[src/pkg/uart_fifo_ctl_pkg.sv]
package uart_fifo_ctl_pkg;

  // Bus geometry
  localparam int ADDR_W = 12;
  localparam int DATA_W = 32;
  localparam int CHAR_W = 8;
  localparam int COUNT_W = 5;

  // Register byte offsets
  localparam logic [ADDR_W-1:0] OFS_CONTROL = 12'h000;
  localparam logic [ADDR_W-1:0] OFS_STATUS = 12'h004;
  localparam logic [ADDR_W-1:0] OFS_TX_DATA = 12'h008;

  // Control register fields
  localparam int CTL_FIFO_ENABLE = 0;
  localparam int CTL_RX_FLUSH = 1;
  localparam int CTL_TX_FLUSH = 2;
  localparam int CTL_DMA_STYLE = 3;
  localparam logic [7:0] CONTROL_RESET = 8'h00;

  // Status register fields
  localparam int ST_RX_READY = 0;
  localparam int ST_TX_READY = 1;
  localparam int ST_DMA_ACTIVE = 2;
  localparam int ST_RX_COUNT_LSB = 8;
  localparam int ST_TX_COUNT_LSB = 16;

  // Fill levels reported by the character queues
  typedef struct packed {
    logic [COUNT_W-1:0] rx_count;
    logic [COUNT_W-1:0] tx_count;
    logic char_timeout;
  } fifo_levels_t;

  // State of the control block, apart from the transmit buffer
  typedef struct packed {
    logic [7:0] control;
    logic rx_dma_hold;
    logic rx_ready;
    logic tx_ready;
    logic [DATA_W-1:0] rdata;
    logic ready;
    logic slverr;
  } ctl_state_t;

  localparam ctl_state_t CTL_STATE_RESET = '{
    control: CONTROL_RESET,
    rx_dma_hold: 1'b0,
    rx_ready: 1'b0,
    tx_ready: 1'b0,
    rdata: 32'h0000_0000,
    ready: 1'b0,
    slverr: 1'b0
  };

endpackage

[src/rtl/two_entry_buffer.sv]
`timescale 1ns/100ps
module two_entry_buffer #(
  parameter int WIDTH = 8
) (
  input wire logic clk,
  input wire logic reset_n,
  input wire logic flush,
  input wire logic [WIDTH-1:0] in_data,
  input wire logic in_valid,
  output logic in_ready,
  output logic [WIDTH-1:0] out_data,
  output logic out_valid,
  input wire logic out_ready
);

  typedef struct packed {
    logic [1:0][WIDTH-1:0] data;
    logic [1:0] valid;
  } buf_state_t;

  buf_state_t state;
  buf_state_t next_state;
  logic slot;

  always_comb begin
    next_state = state;
    slot = 1'b0;
    if (state.valid[0] && out_ready) begin
      next_state.data[0] = state.data[1];
      next_state.valid[0] = state.valid[1];
      next_state.valid[1] = 1'b0;
    end
    if (in_valid && !state.valid[1]) begin
      slot = next_state.valid[0];
      next_state.data[slot] = in_data;
      next_state.valid[slot] = 1'b1;
    end
    if (flush) begin
      next_state.valid = 2'h0;
    end
  end

  always_ff @(posedge clk) begin
    if (!reset_n) begin
      state <= '0;
    end else begin
      state <= next_state;
    end
  end

  // Head entry drives the output directly
  assign out_data = state.data[0];
  assign out_valid = state.valid[0];
  assign in_ready = !state.valid[1];

endmodule

[src/rtl/uart_fifo_dma_ready_control.sv]
// Our own choices: the APB register port and the register offsets.
`timescale 1ns/100ps
// Summary of operation
// - With queues enabled, the DMA style bit picks single or block request signalling.
// - With queues disabled, the DMA style bit is ignored; single-buffer signalling.
// - Block style: receive request rises once receive fill reaches trigger level.
// - Block style: a character timeout also raises the receive request.
// - Block style: receive request falls only when the receive queue is empty.
// - Block style: transmit request high while any transmit location is free.
// - Single style: receive request high while receive queue holds a character.
// - Single style: receive request falls as soon as the receive queue empties.
// - Single style: transmit request high only while transmit queue is empty.
// - Single style: transmit request falls when a character enters the queue.
// - Writing one to transmit flush with the enable bit also one clears that queue; the bit clears itself.
// - Writing one to receive flush with the enable bit also one clears that queue; the bit clears itself.
module uart_fifo_dma_ready_control #(
  parameter int FIFO_DEPTH = 16
) (
  input wire logic clk,
  input wire logic reset_n,
  input wire logic [uart_fifo_ctl_pkg::ADDR_W-1:0] paddr,
  input wire logic psel,
  input wire logic penable,
  input wire logic pwrite,
  input wire logic [uart_fifo_ctl_pkg::DATA_W-1:0] pwdata,
  output logic [uart_fifo_ctl_pkg::DATA_W-1:0] prdata,
  output logic pready,
  output logic pslverr,
  input wire uart_fifo_ctl_pkg::fifo_levels_t fifo_levels,
  input wire logic [uart_fifo_ctl_pkg::COUNT_W-1:0] rx_trigger_level,
  output logic [uart_fifo_ctl_pkg::CHAR_W-1:0] tx_char_data,
  output logic tx_char_valid,
  input wire logic tx_char_ready,
  output logic rx_ready_request,
  output logic tx_ready_request,
  output logic rx_queue_flush,
  output logic tx_queue_flush,
  output logic fifo_enable_bit,
  output logic dma_style_select
);

  localparam logic [uart_fifo_ctl_pkg::COUNT_W-1:0] DEPTH_LEVEL =
    FIFO_DEPTH[uart_fifo_ctl_pkg::COUNT_W-1:0];

  uart_fifo_ctl_pkg::ctl_state_t state;
  uart_fifo_ctl_pkg::ctl_state_t next_state;

  logic access;
  logic commit;
  logic hit_control;
  logic hit_status;
  logic hit_tx_data;
  logic tx_stall;
  logic buf_in_valid;
  logic buf_in_ready;
  logic tx_load;
  logic dma_active;
  logic rx_empty;
  logic rx_level_hit;
  logic [uart_fifo_ctl_pkg::DATA_W-1:0] status_word;

  // Register address match
  function automatic logic addr_hit(
    input logic [uart_fifo_ctl_pkg::ADDR_W-1:0] addr,
    input logic [uart_fifo_ctl_pkg::ADDR_W-1:0] offset
  );
    addr_hit = (addr == offset);
  endfunction

  assign access = psel && penable;
  assign commit = access && state.ready;
  assign hit_control = addr_hit(paddr, uart_fifo_ctl_pkg::OFS_CONTROL);
  assign hit_status = addr_hit(paddr, uart_fifo_ctl_pkg::OFS_STATUS);
  assign hit_tx_data = addr_hit(paddr, uart_fifo_ctl_pkg::OFS_TX_DATA);
  assign tx_stall = pwrite && hit_tx_data && !buf_in_ready;
  assign buf_in_valid = commit && pwrite && hit_tx_data;
  assign tx_load = tx_char_valid && tx_char_ready;
  assign dma_active = state.control[uart_fifo_ctl_pkg::CTL_FIFO_ENABLE] &&
    state.control[uart_fifo_ctl_pkg::CTL_DMA_STYLE];
  assign rx_empty = (fifo_levels.rx_count == '0);
  assign rx_level_hit = (fifo_levels.rx_count >= rx_trigger_level);

  always_comb begin
    status_word = '0;
    status_word[uart_fifo_ctl_pkg::ST_RX_READY] = state.rx_ready;
    status_word[uart_fifo_ctl_pkg::ST_TX_READY] = state.tx_ready;
    status_word[uart_fifo_ctl_pkg::ST_DMA_ACTIVE] = dma_active;
    status_word[uart_fifo_ctl_pkg::ST_RX_COUNT_LSB +: uart_fifo_ctl_pkg::COUNT_W] =
      fifo_levels.rx_count;
    status_word[uart_fifo_ctl_pkg::ST_TX_COUNT_LSB +: uart_fifo_ctl_pkg::COUNT_W] =
      fifo_levels.tx_count;
  end

  always_comb begin
    next_state = state;
    // Flush bits last one cycle only
    next_state.control[uart_fifo_ctl_pkg::CTL_RX_FLUSH] = 1'b0;
    next_state.control[uart_fifo_ctl_pkg::CTL_TX_FLUSH] = 1'b0;

    // Bus response, one wait cycle then pready; a data write waits longer while the transmit buffer is full
    if (commit) begin
      next_state.ready = 1'b0;
      next_state.slverr = 1'b0;
    end else if (access && !state.ready && !tx_stall) begin
      next_state.ready = 1'b1;
      next_state.slverr = !(hit_control || hit_status || hit_tx_data);
      next_state.rdata = '0;
      if (!pwrite && hit_control) begin
        next_state.rdata[7:0] = {4'h0, state.control[3:0]};
      end else if (!pwrite && hit_status) begin
        next_state.rdata = status_word;
      end
    end

    // Control register write
    if (commit && pwrite && hit_control) begin
      next_state.control[uart_fifo_ctl_pkg::CTL_FIFO_ENABLE] =
        pwdata[uart_fifo_ctl_pkg::CTL_FIFO_ENABLE];
      if (pwdata[uart_fifo_ctl_pkg::CTL_FIFO_ENABLE]) begin
        next_state.control[uart_fifo_ctl_pkg::CTL_DMA_STYLE] =
          pwdata[uart_fifo_ctl_pkg::CTL_DMA_STYLE];
        next_state.control[uart_fifo_ctl_pkg::CTL_RX_FLUSH] =
          pwdata[uart_fifo_ctl_pkg::CTL_RX_FLUSH];
        next_state.control[uart_fifo_ctl_pkg::CTL_TX_FLUSH] =
          pwdata[uart_fifo_ctl_pkg::CTL_TX_FLUSH];
      end
      // Switching the enable empties both queues
      if (pwdata[uart_fifo_ctl_pkg::CTL_FIFO_ENABLE] !=
          state.control[uart_fifo_ctl_pkg::CTL_FIFO_ENABLE]) begin
        next_state.control[uart_fifo_ctl_pkg::CTL_RX_FLUSH] = 1'b1;
        next_state.control[uart_fifo_ctl_pkg::CTL_TX_FLUSH] = 1'b1;
      end
    end

    // Block-style receive hold, set wins over empty
    next_state.rx_dma_hold = 1'b0;
    if (dma_active && !state.control[uart_fifo_ctl_pkg::CTL_RX_FLUSH]) begin
      next_state.rx_dma_hold = rx_level_hit || fifo_levels.char_timeout ||
        (state.rx_dma_hold && !rx_empty);
    end

    if (dma_active) begin
      next_state.rx_ready = next_state.rx_dma_hold;
      next_state.tx_ready = (fifo_levels.tx_count < DEPTH_LEVEL);
    end else begin
      next_state.rx_ready = !rx_empty;
      next_state.tx_ready = (fifo_levels.tx_count == '0) && !tx_load;
    end
  end

  always_ff @(posedge clk) begin
    if (!reset_n) begin
      state <= uart_fifo_ctl_pkg::CTL_STATE_RESET;
    end else begin
      state <= next_state;
    end
  end

  // Transmit characters wait here until the queue accepts them
  two_entry_buffer #(
    .WIDTH(uart_fifo_ctl_pkg::CHAR_W)
  ) tx_stage (
    .clk(clk),
    .reset_n(reset_n),
    .flush(state.control[uart_fifo_ctl_pkg::CTL_TX_FLUSH]),
    .in_data(pwdata[uart_fifo_ctl_pkg::CHAR_W-1:0]),
    .in_valid(buf_in_valid),
    .in_ready(buf_in_ready),
    .out_data(tx_char_data),
    .out_valid(tx_char_valid),
    .out_ready(tx_char_ready)
  );

  assign prdata = state.rdata;
  assign pready = state.ready;
  assign pslverr = state.slverr;
  assign rx_ready_request = state.rx_ready;
  assign tx_ready_request = state.tx_ready;
  assign rx_queue_flush = state.control[uart_fifo_ctl_pkg::CTL_RX_FLUSH];
  assign tx_queue_flush = state.control[uart_fifo_ctl_pkg::CTL_TX_FLUSH];
  assign fifo_enable_bit = state.control[uart_fifo_ctl_pkg::CTL_FIFO_ENABLE];
  assign dma_style_select = state.control[uart_fifo_ctl_pkg::CTL_DMA_STYLE];
endmodule

[config.mk]
export PLATFORM = sky130hd
export DESIGN_NAME = uart_fifo_dma_ready_control
export DESIGN_NICKNAME = d
export VERILOG_FILES = /design/src/pkg/uart_fifo_ctl_pkg.sv /design/src/rtl/two_entry_buffer.sv /design/src/rtl/uart_fifo_dma_ready_control.sv
export SDC_FILE = /design/constraint.sdc
export NUM_CORES = 1
export LEC_CHECK = 0
export BUFFER_PORTS_ARGS = -buffer_cell sky130_fd_sc_hd__buf_2
export CAP_MARGIN = 20
export CORE_MARGIN = 5
export CORE_UTILIZATION = 45
export DETAILED_ROUTE_END_ITERATION = 10
export PLACE_DENSITY = 0.79
export SYNTH_ARGS = -nofsm -noshare
export SYNTH_HDL_FRONTEND = slang
export SYNTH_SLANG_ARGS = --single-unit
[constraint.sdc]
create_clock -name clk -period 1.8 [get_ports clk]
set_input_delay 0.27 -clock clk [delete_from_list [all_inputs] [get_ports clk]]
set_output_delay 0.27 -clock clk [all_outputs]
set_load 0.005 [all_outputs]
==> out/metrics.csv, run 1 <==
metric,value,unit
status,"complete, no violations",
worst_clock_skew,0.00498,ns
yosysMostFrequentCell,nand2_1,
tritoncts,yes,
crit_end,tx_stage.state[17]$_SDFFE_PN0P_,
ys_seq_area_share,35.2,%
setup_violations,0,
synth_edf_count,0,
synth_area_leader_cell,dfxtp_1,
hold_path_class,in -> reg,
synth.avg_cell_area,8.71,um2
drive_above_1_share,32.7,%
synth_top_area_share,35.2,%
htreeDepth,2,
grt_pass1_wl,8710,um
ys_types,38,
grt_max_degree,46,
io_buffers,72,
die_w,82.0,um
reg2reg_depth,5,
fill_cells,499,
drc,0,
clock_latency,0.29,ns
slowest_delay,0.53,ns
crit_start,paddr[9],
worst-path-stages,6,
wl_per_cell,14.0,um
reg2reg_slack,0.41,ns
yosys-top-cells-count,"nand2_1, buf_4, dfxtp_1, mux2i_1, mux2_2",
final_hold_viol_count,0,
nets,394,
whs_path_depth,2,
dr.first_iter.drc_count,81,
setup.worst_path.class,in -> reg,
cp.arrival,1.78,ns
cts_resized,0,
cts_setup_buffers,0,
clock-sinks,41,
firstDrtPassIters,4,
leakage,1.33,nW
hpwl,4110,um
powerDensity,690,mW/mm2
syn_area,0.00233,mm2
post_synth_main_area_contributors,"dfxtp_1, buf_4, mux2i_1",
worst_slack,0.246,ns
setup.worst_path.end_class,flop,
drv_cap,0,
cts_buffers,5,
pre_cts_slack,-0.0739,ns
largest_reg_flops,14,
final_util,53.4,%
design.die.area,0.00673,mm2
wirelength,5500,um
syn_to_final_growth,16.1,%
clock_path_buffers,2,
min_period_over_period,86.4,%
clkSlewWorstSetupHoldPaths,0.08,ns
rsz0062_at_grt,no,
vias_per_cell,4.95,
postRouteAntennaNets,0,
rows,26,
path_cells,"buf_2, or4_4, nor3_2, and4_1, buf_12, mux2i_1",
maxClockFrequency,0.643,GHz
path_buf_inv,2,
root_buffer,clkbuf_8,
worstPathMaxFanout,8,
required,2.02,ns
ctsHoldBuffers,0,
r2r-end,tx_stage.state[17]$_SDFFE_PN0P_,
synthFlopType,dfxtp_1,
slew_headroom,66.8,%
synth_warnings,0,
io_pins,115,
antenna_cells,0,
worstMarginPinSlew,0.493,ns
ys_ff_latch,41,
drv_slew,0,
period_needed,1.55,ns
vias,1949,
worstReg2RegStart,tx_stage.state[1]$_SDFF_PP0_,
ys_async_sr_fraction,0,%
critPathLaunchType,input port,
start_util,46.0,%
track_usage,16.7,%
vdd_ir_drop_max,0.000388,V
critPathTopFamily,simple AND/OR/NAND/NOR gates,
coreArea,0.00507,mm2
synthCells,268,
die_h,82.0,um
cp_slowest_cell,or4_4,
grt_pass1_vias,1876,
grt.overflow.total,0,
gp_congestion,0.788,
antenna_found_initial,0,
-- layer usage --
layer	up-vias	wire [um]	track usage, %
li1	972	-	-
met1	903	2300	19.9
met2	67	2770	30.0
met3	7	354	4.17
met4	0	71	3.99
met5	-	0	0
-- power by group --
group          internal, mW  switching [mW]
Clock                 0.451           0.324
Combinational        0.0794           0.103
Sequential            0.911         0.00300
Total                  1.44           0.430
-- worst min path at each step --
stage	startpoint	endpoint	slack, ns
after detailed placement	tx_stage.state[15]$_SDFFE_PN0P_	tx_stage.state[15]$_SDFFE_PN0P_	0.45
after global placement	tx_stage.state[11]$_SDFFE_PN0P_	tx_stage.state[11]$_SDFFE_PN0P_	0.44
after CTS	fifo_levels[5]	tx_ready_request$_SDFF_PN0_	0.17
after floorplan	fifo_levels[5]	tx_ready_request$_SDFF_PN0_	0.35
final	fifo_levels[5]	tx_ready_request$_SDFF_PN0_	0.16
after global routing	fifo_levels[5]	tx_ready_request$_SDFF_PN0_	0.15
-- cell type report --
| class | instances | area [um2] | share of cell area [%] |
|---|---|---|---|
| inverters | 8 | 30.0 | 1.11 |
| repair buffers | 80 | 458 | 16.9 |
| multi-input cells | 187 | 1190 | 44.0 |
| flip-flops and latches | 41 | 821 | 30.3 |
| clock inverters | 2 | 37.5 | 1.39 |
| well taps | 70 | 87.6 | 3.23 |
| clock buffers | 6 | 82.6 | 3.05 |
-- worst register-to-register path: cells and delay by family, from the launching register on --
family          cells  cell delay, ns
compound gates      1            0.27
flops               1            0.37
buf+inv             2            0.23
simple gates        1            0.28
mux                 1            0.18
-- stage by stage --
step	hold WS, ns	std cells	power, mW	setup TNS, ns	instance area (um2)
floorplan	0.348	285	1.06	0	2400
detailed placement	0.446	386	1.12	-0.468	2590
global route	0.155	394	1.95	0	2710
finish	0.163	394	1.87	0	2710
CTS	0.167	394	1.88	0	2710
global placement	0.441	386	1.11	-0.112	2590
-- layout by cell type, fill, tap and decap left out, drive strengths merged, types with 3 or more instances in the layout --
cell and instances:
and4 3, nand4 3, mux2i 30, clkbuf 6
nor2 7, nand3 6, buf 80, conb 18
inv 8, a21oi 7, dfxtp 41, ha 5
o21ai 5, mux2 10, nor4 6, nand2 63
-- logic make-up after synthesis --
family / synth area share, %
other: 0.161
and+or+nand+nor: 21.8
muxes: 17.7
adders and majority gates: 2.68
DFF: 35.2
buffers and inverters: 16.4
AOI/OAI and AO/OA: 6.06
Power figures use the tool's default switching activity.
==> run 2: changes to the inputs <==
==> constraint.sdc (replaced) <==
create_clock -name clk -period 1.8 [get_ports clk]
set_input_delay 0.18 -clock clk [delete_from_list [all_inputs] [get_ports clk]]
set_output_delay 0.18 -clock clk [all_outputs]
set_load 0.005 [all_outputs]
==> out/metrics.csv, run 2 (synthesized netlist as in run 1, its figures left out) <==
metric,value,unit
root_buffer,clkbuf_8,
rsz0062_at_grt,no,
clock_path_buffers,2,
ctsHoldBuffers,0,
cts_buffers,5,
drc,0,
antenna_cells,0,
cts_resized,0,
period_needed,1.47,ns
cts_setup_buffers,0,
antenna_found_initial,0,
fin_hold_ws,0.0848,ns
die_w,82.0,um
vdd_ir_drop_max,0.000292,V
r2r-end,rx_queue_flush$_SDFF_PN0_,
io_buffers,72,
drive_above_1_share,32.7,%
worst_clock_skew,0.00681,ns
grt_pass1_wl,8260,um
postRouteAntennaNets,0,
grt.overflow.total,0,
clkSlewWorstSetupHoldPaths,0.08,ns
final_cell_mix,"buf_2, nand2_1, dfxtp_1, mux2i_1, conb_1",
drv_cap,0,
final_hold_viol_count,0,
wl_per_cell,12.9,um
vias,1917,
worstHoldEndpoint,tx_ready_request$_SDFF_PN0_,
design.die.area,0.00673,mm2
vias_per_cell,4.87,
powerDensity,668,mW/mm2
hp-start,fifo_levels[5],
setup.worst_path.end_class,flop,
worstPathMaxFanout,8,
firstDrtPassIters,6,
track_usage,15.6,%
cp.arrival,1.69,ns
io_pins,115,
maxClockFrequency,0.679,GHz
hold_path_class,in -> reg,
drv_slew,0,
required,2.01,ns
hpwl,4070,um
die_h,82.0,um
dr.first_iter.drc_count,102,
syn_to_final_growth,15.2,%
largest_reg_flops,14,
clock_latency,0.29,ns
coreArea,0.00507,mm2
htreeDepth,2,
final_common_cell,buf_2,
start_util,46.0,%
rows,26,
finalSetupTns,0,ns
whs_path_depth,2,
worstReg2RegStart,pready$_SDFFE_PP0P_,
grt_max_degree,27,
status,"complete, no violations",
gp_congestion,0.807,
min_period_over_period,81.8,%
nets,395,
clock-sinks,41,
setup.worst_path.class,in -> reg,
setup_violations,0,
reg2reg_depth,4,
grt_pass1_vias,1840,
critPathLaunchType,input port,
tritoncts,yes,
reg2reg_slack,0.42,ns
leakage,1.32,nW
wirelength,5080,um
[run 2: changes by cell type in the layout (fill, tap and decap cells not counted), sizes merged]
| cell | change |
|---|---|
| clkinvlp | -1 |
| clkbuf | -1 |
| buf | +1 |
| clkinv | +1 |
[run 2: worst max-delay path, stage by stage]
cell and delay, ns:
buf_2 0.10, or4_4 0.53, nor3_2 0.26, and4_1 0.27
buf_12 0.14, mux2i_1 0.20
[run 2: per-layer routing]
layer	global-route usage [%]	up-vias	share of wire, %
met1	18.8	871	42
met2	26.6	68	49
met5	0	-	0
li1	-	968	-
met3	3.95	10	7.8
met4	6.15	0	1.4
[run 2: layout make-up]
type	count	area [um2]
clock buffer	5	68.8
clock inverter	2	35.0
fill	500	2390
inverter	8	30.0
multi-input combinational	187	1190
sequential	41	821
tap	70	87.6
timing repair buffer	81	453
[run 2: worst max path at each step]
stage / startpoint / to / slack, ns / cells after the start
3_5_place_dp: paddr[9] / tx_stage.state[16]$_SDFFE_PN0P_ / 0.008 / 6
2_1_floorplan: paddr[9] / tx_stage.state[10]$_SDFFE_PN0P_ / 0.28 / 5
5_1_grt: paddr[9] / tx_stage.state[16]$_SDFFE_PN0P_ / 0.22 / 6
3_3_place_gp: paddr[9] / tx_stage.state[17]$_SDFFE_PN0P_ / 0.07 / 6
4_1_cts: paddr[9] / tx_stage.state[16]$_SDFFE_PN0P_ / 0.31 / 6
6_report: paddr[9] / tx_stage.state[16]$_SDFFE_PN0P_ / 0.33 / 6
[run 2: metrics by stage]
stage / worst slack, ns / power [mW] / utilization, % / cells / cell area, um2
6_report: 0.327 / 1.80 / 53.0 / 394 / 2690
3_5_place_dp: 0.00756 / 1.11 / 50.9 / 387 / 2580
2_1_floorplan: 0.275 / 1.06 / - / 285 / 2400
3_3_place_gp: 0.0708 / 1.11 / 50.9 / 387 / 2580
4_1_cts: 0.311 / 1.81 / 53.0 / 394 / 2690
5_1_grt: 0.219 / 1.87 / 53.0 / 394 / 2690
[run 2: report_power, final]
group / total, mW / switching (mW) / internal (mW) / leakage, nW
combinational: 0.179 / 0.102 / 0.0777 / 0.939
clock: 0.703 / 0.300 / 0.403 / 0.0540
sequential: 0.914 / 0.00334 / 0.911 / 0.331
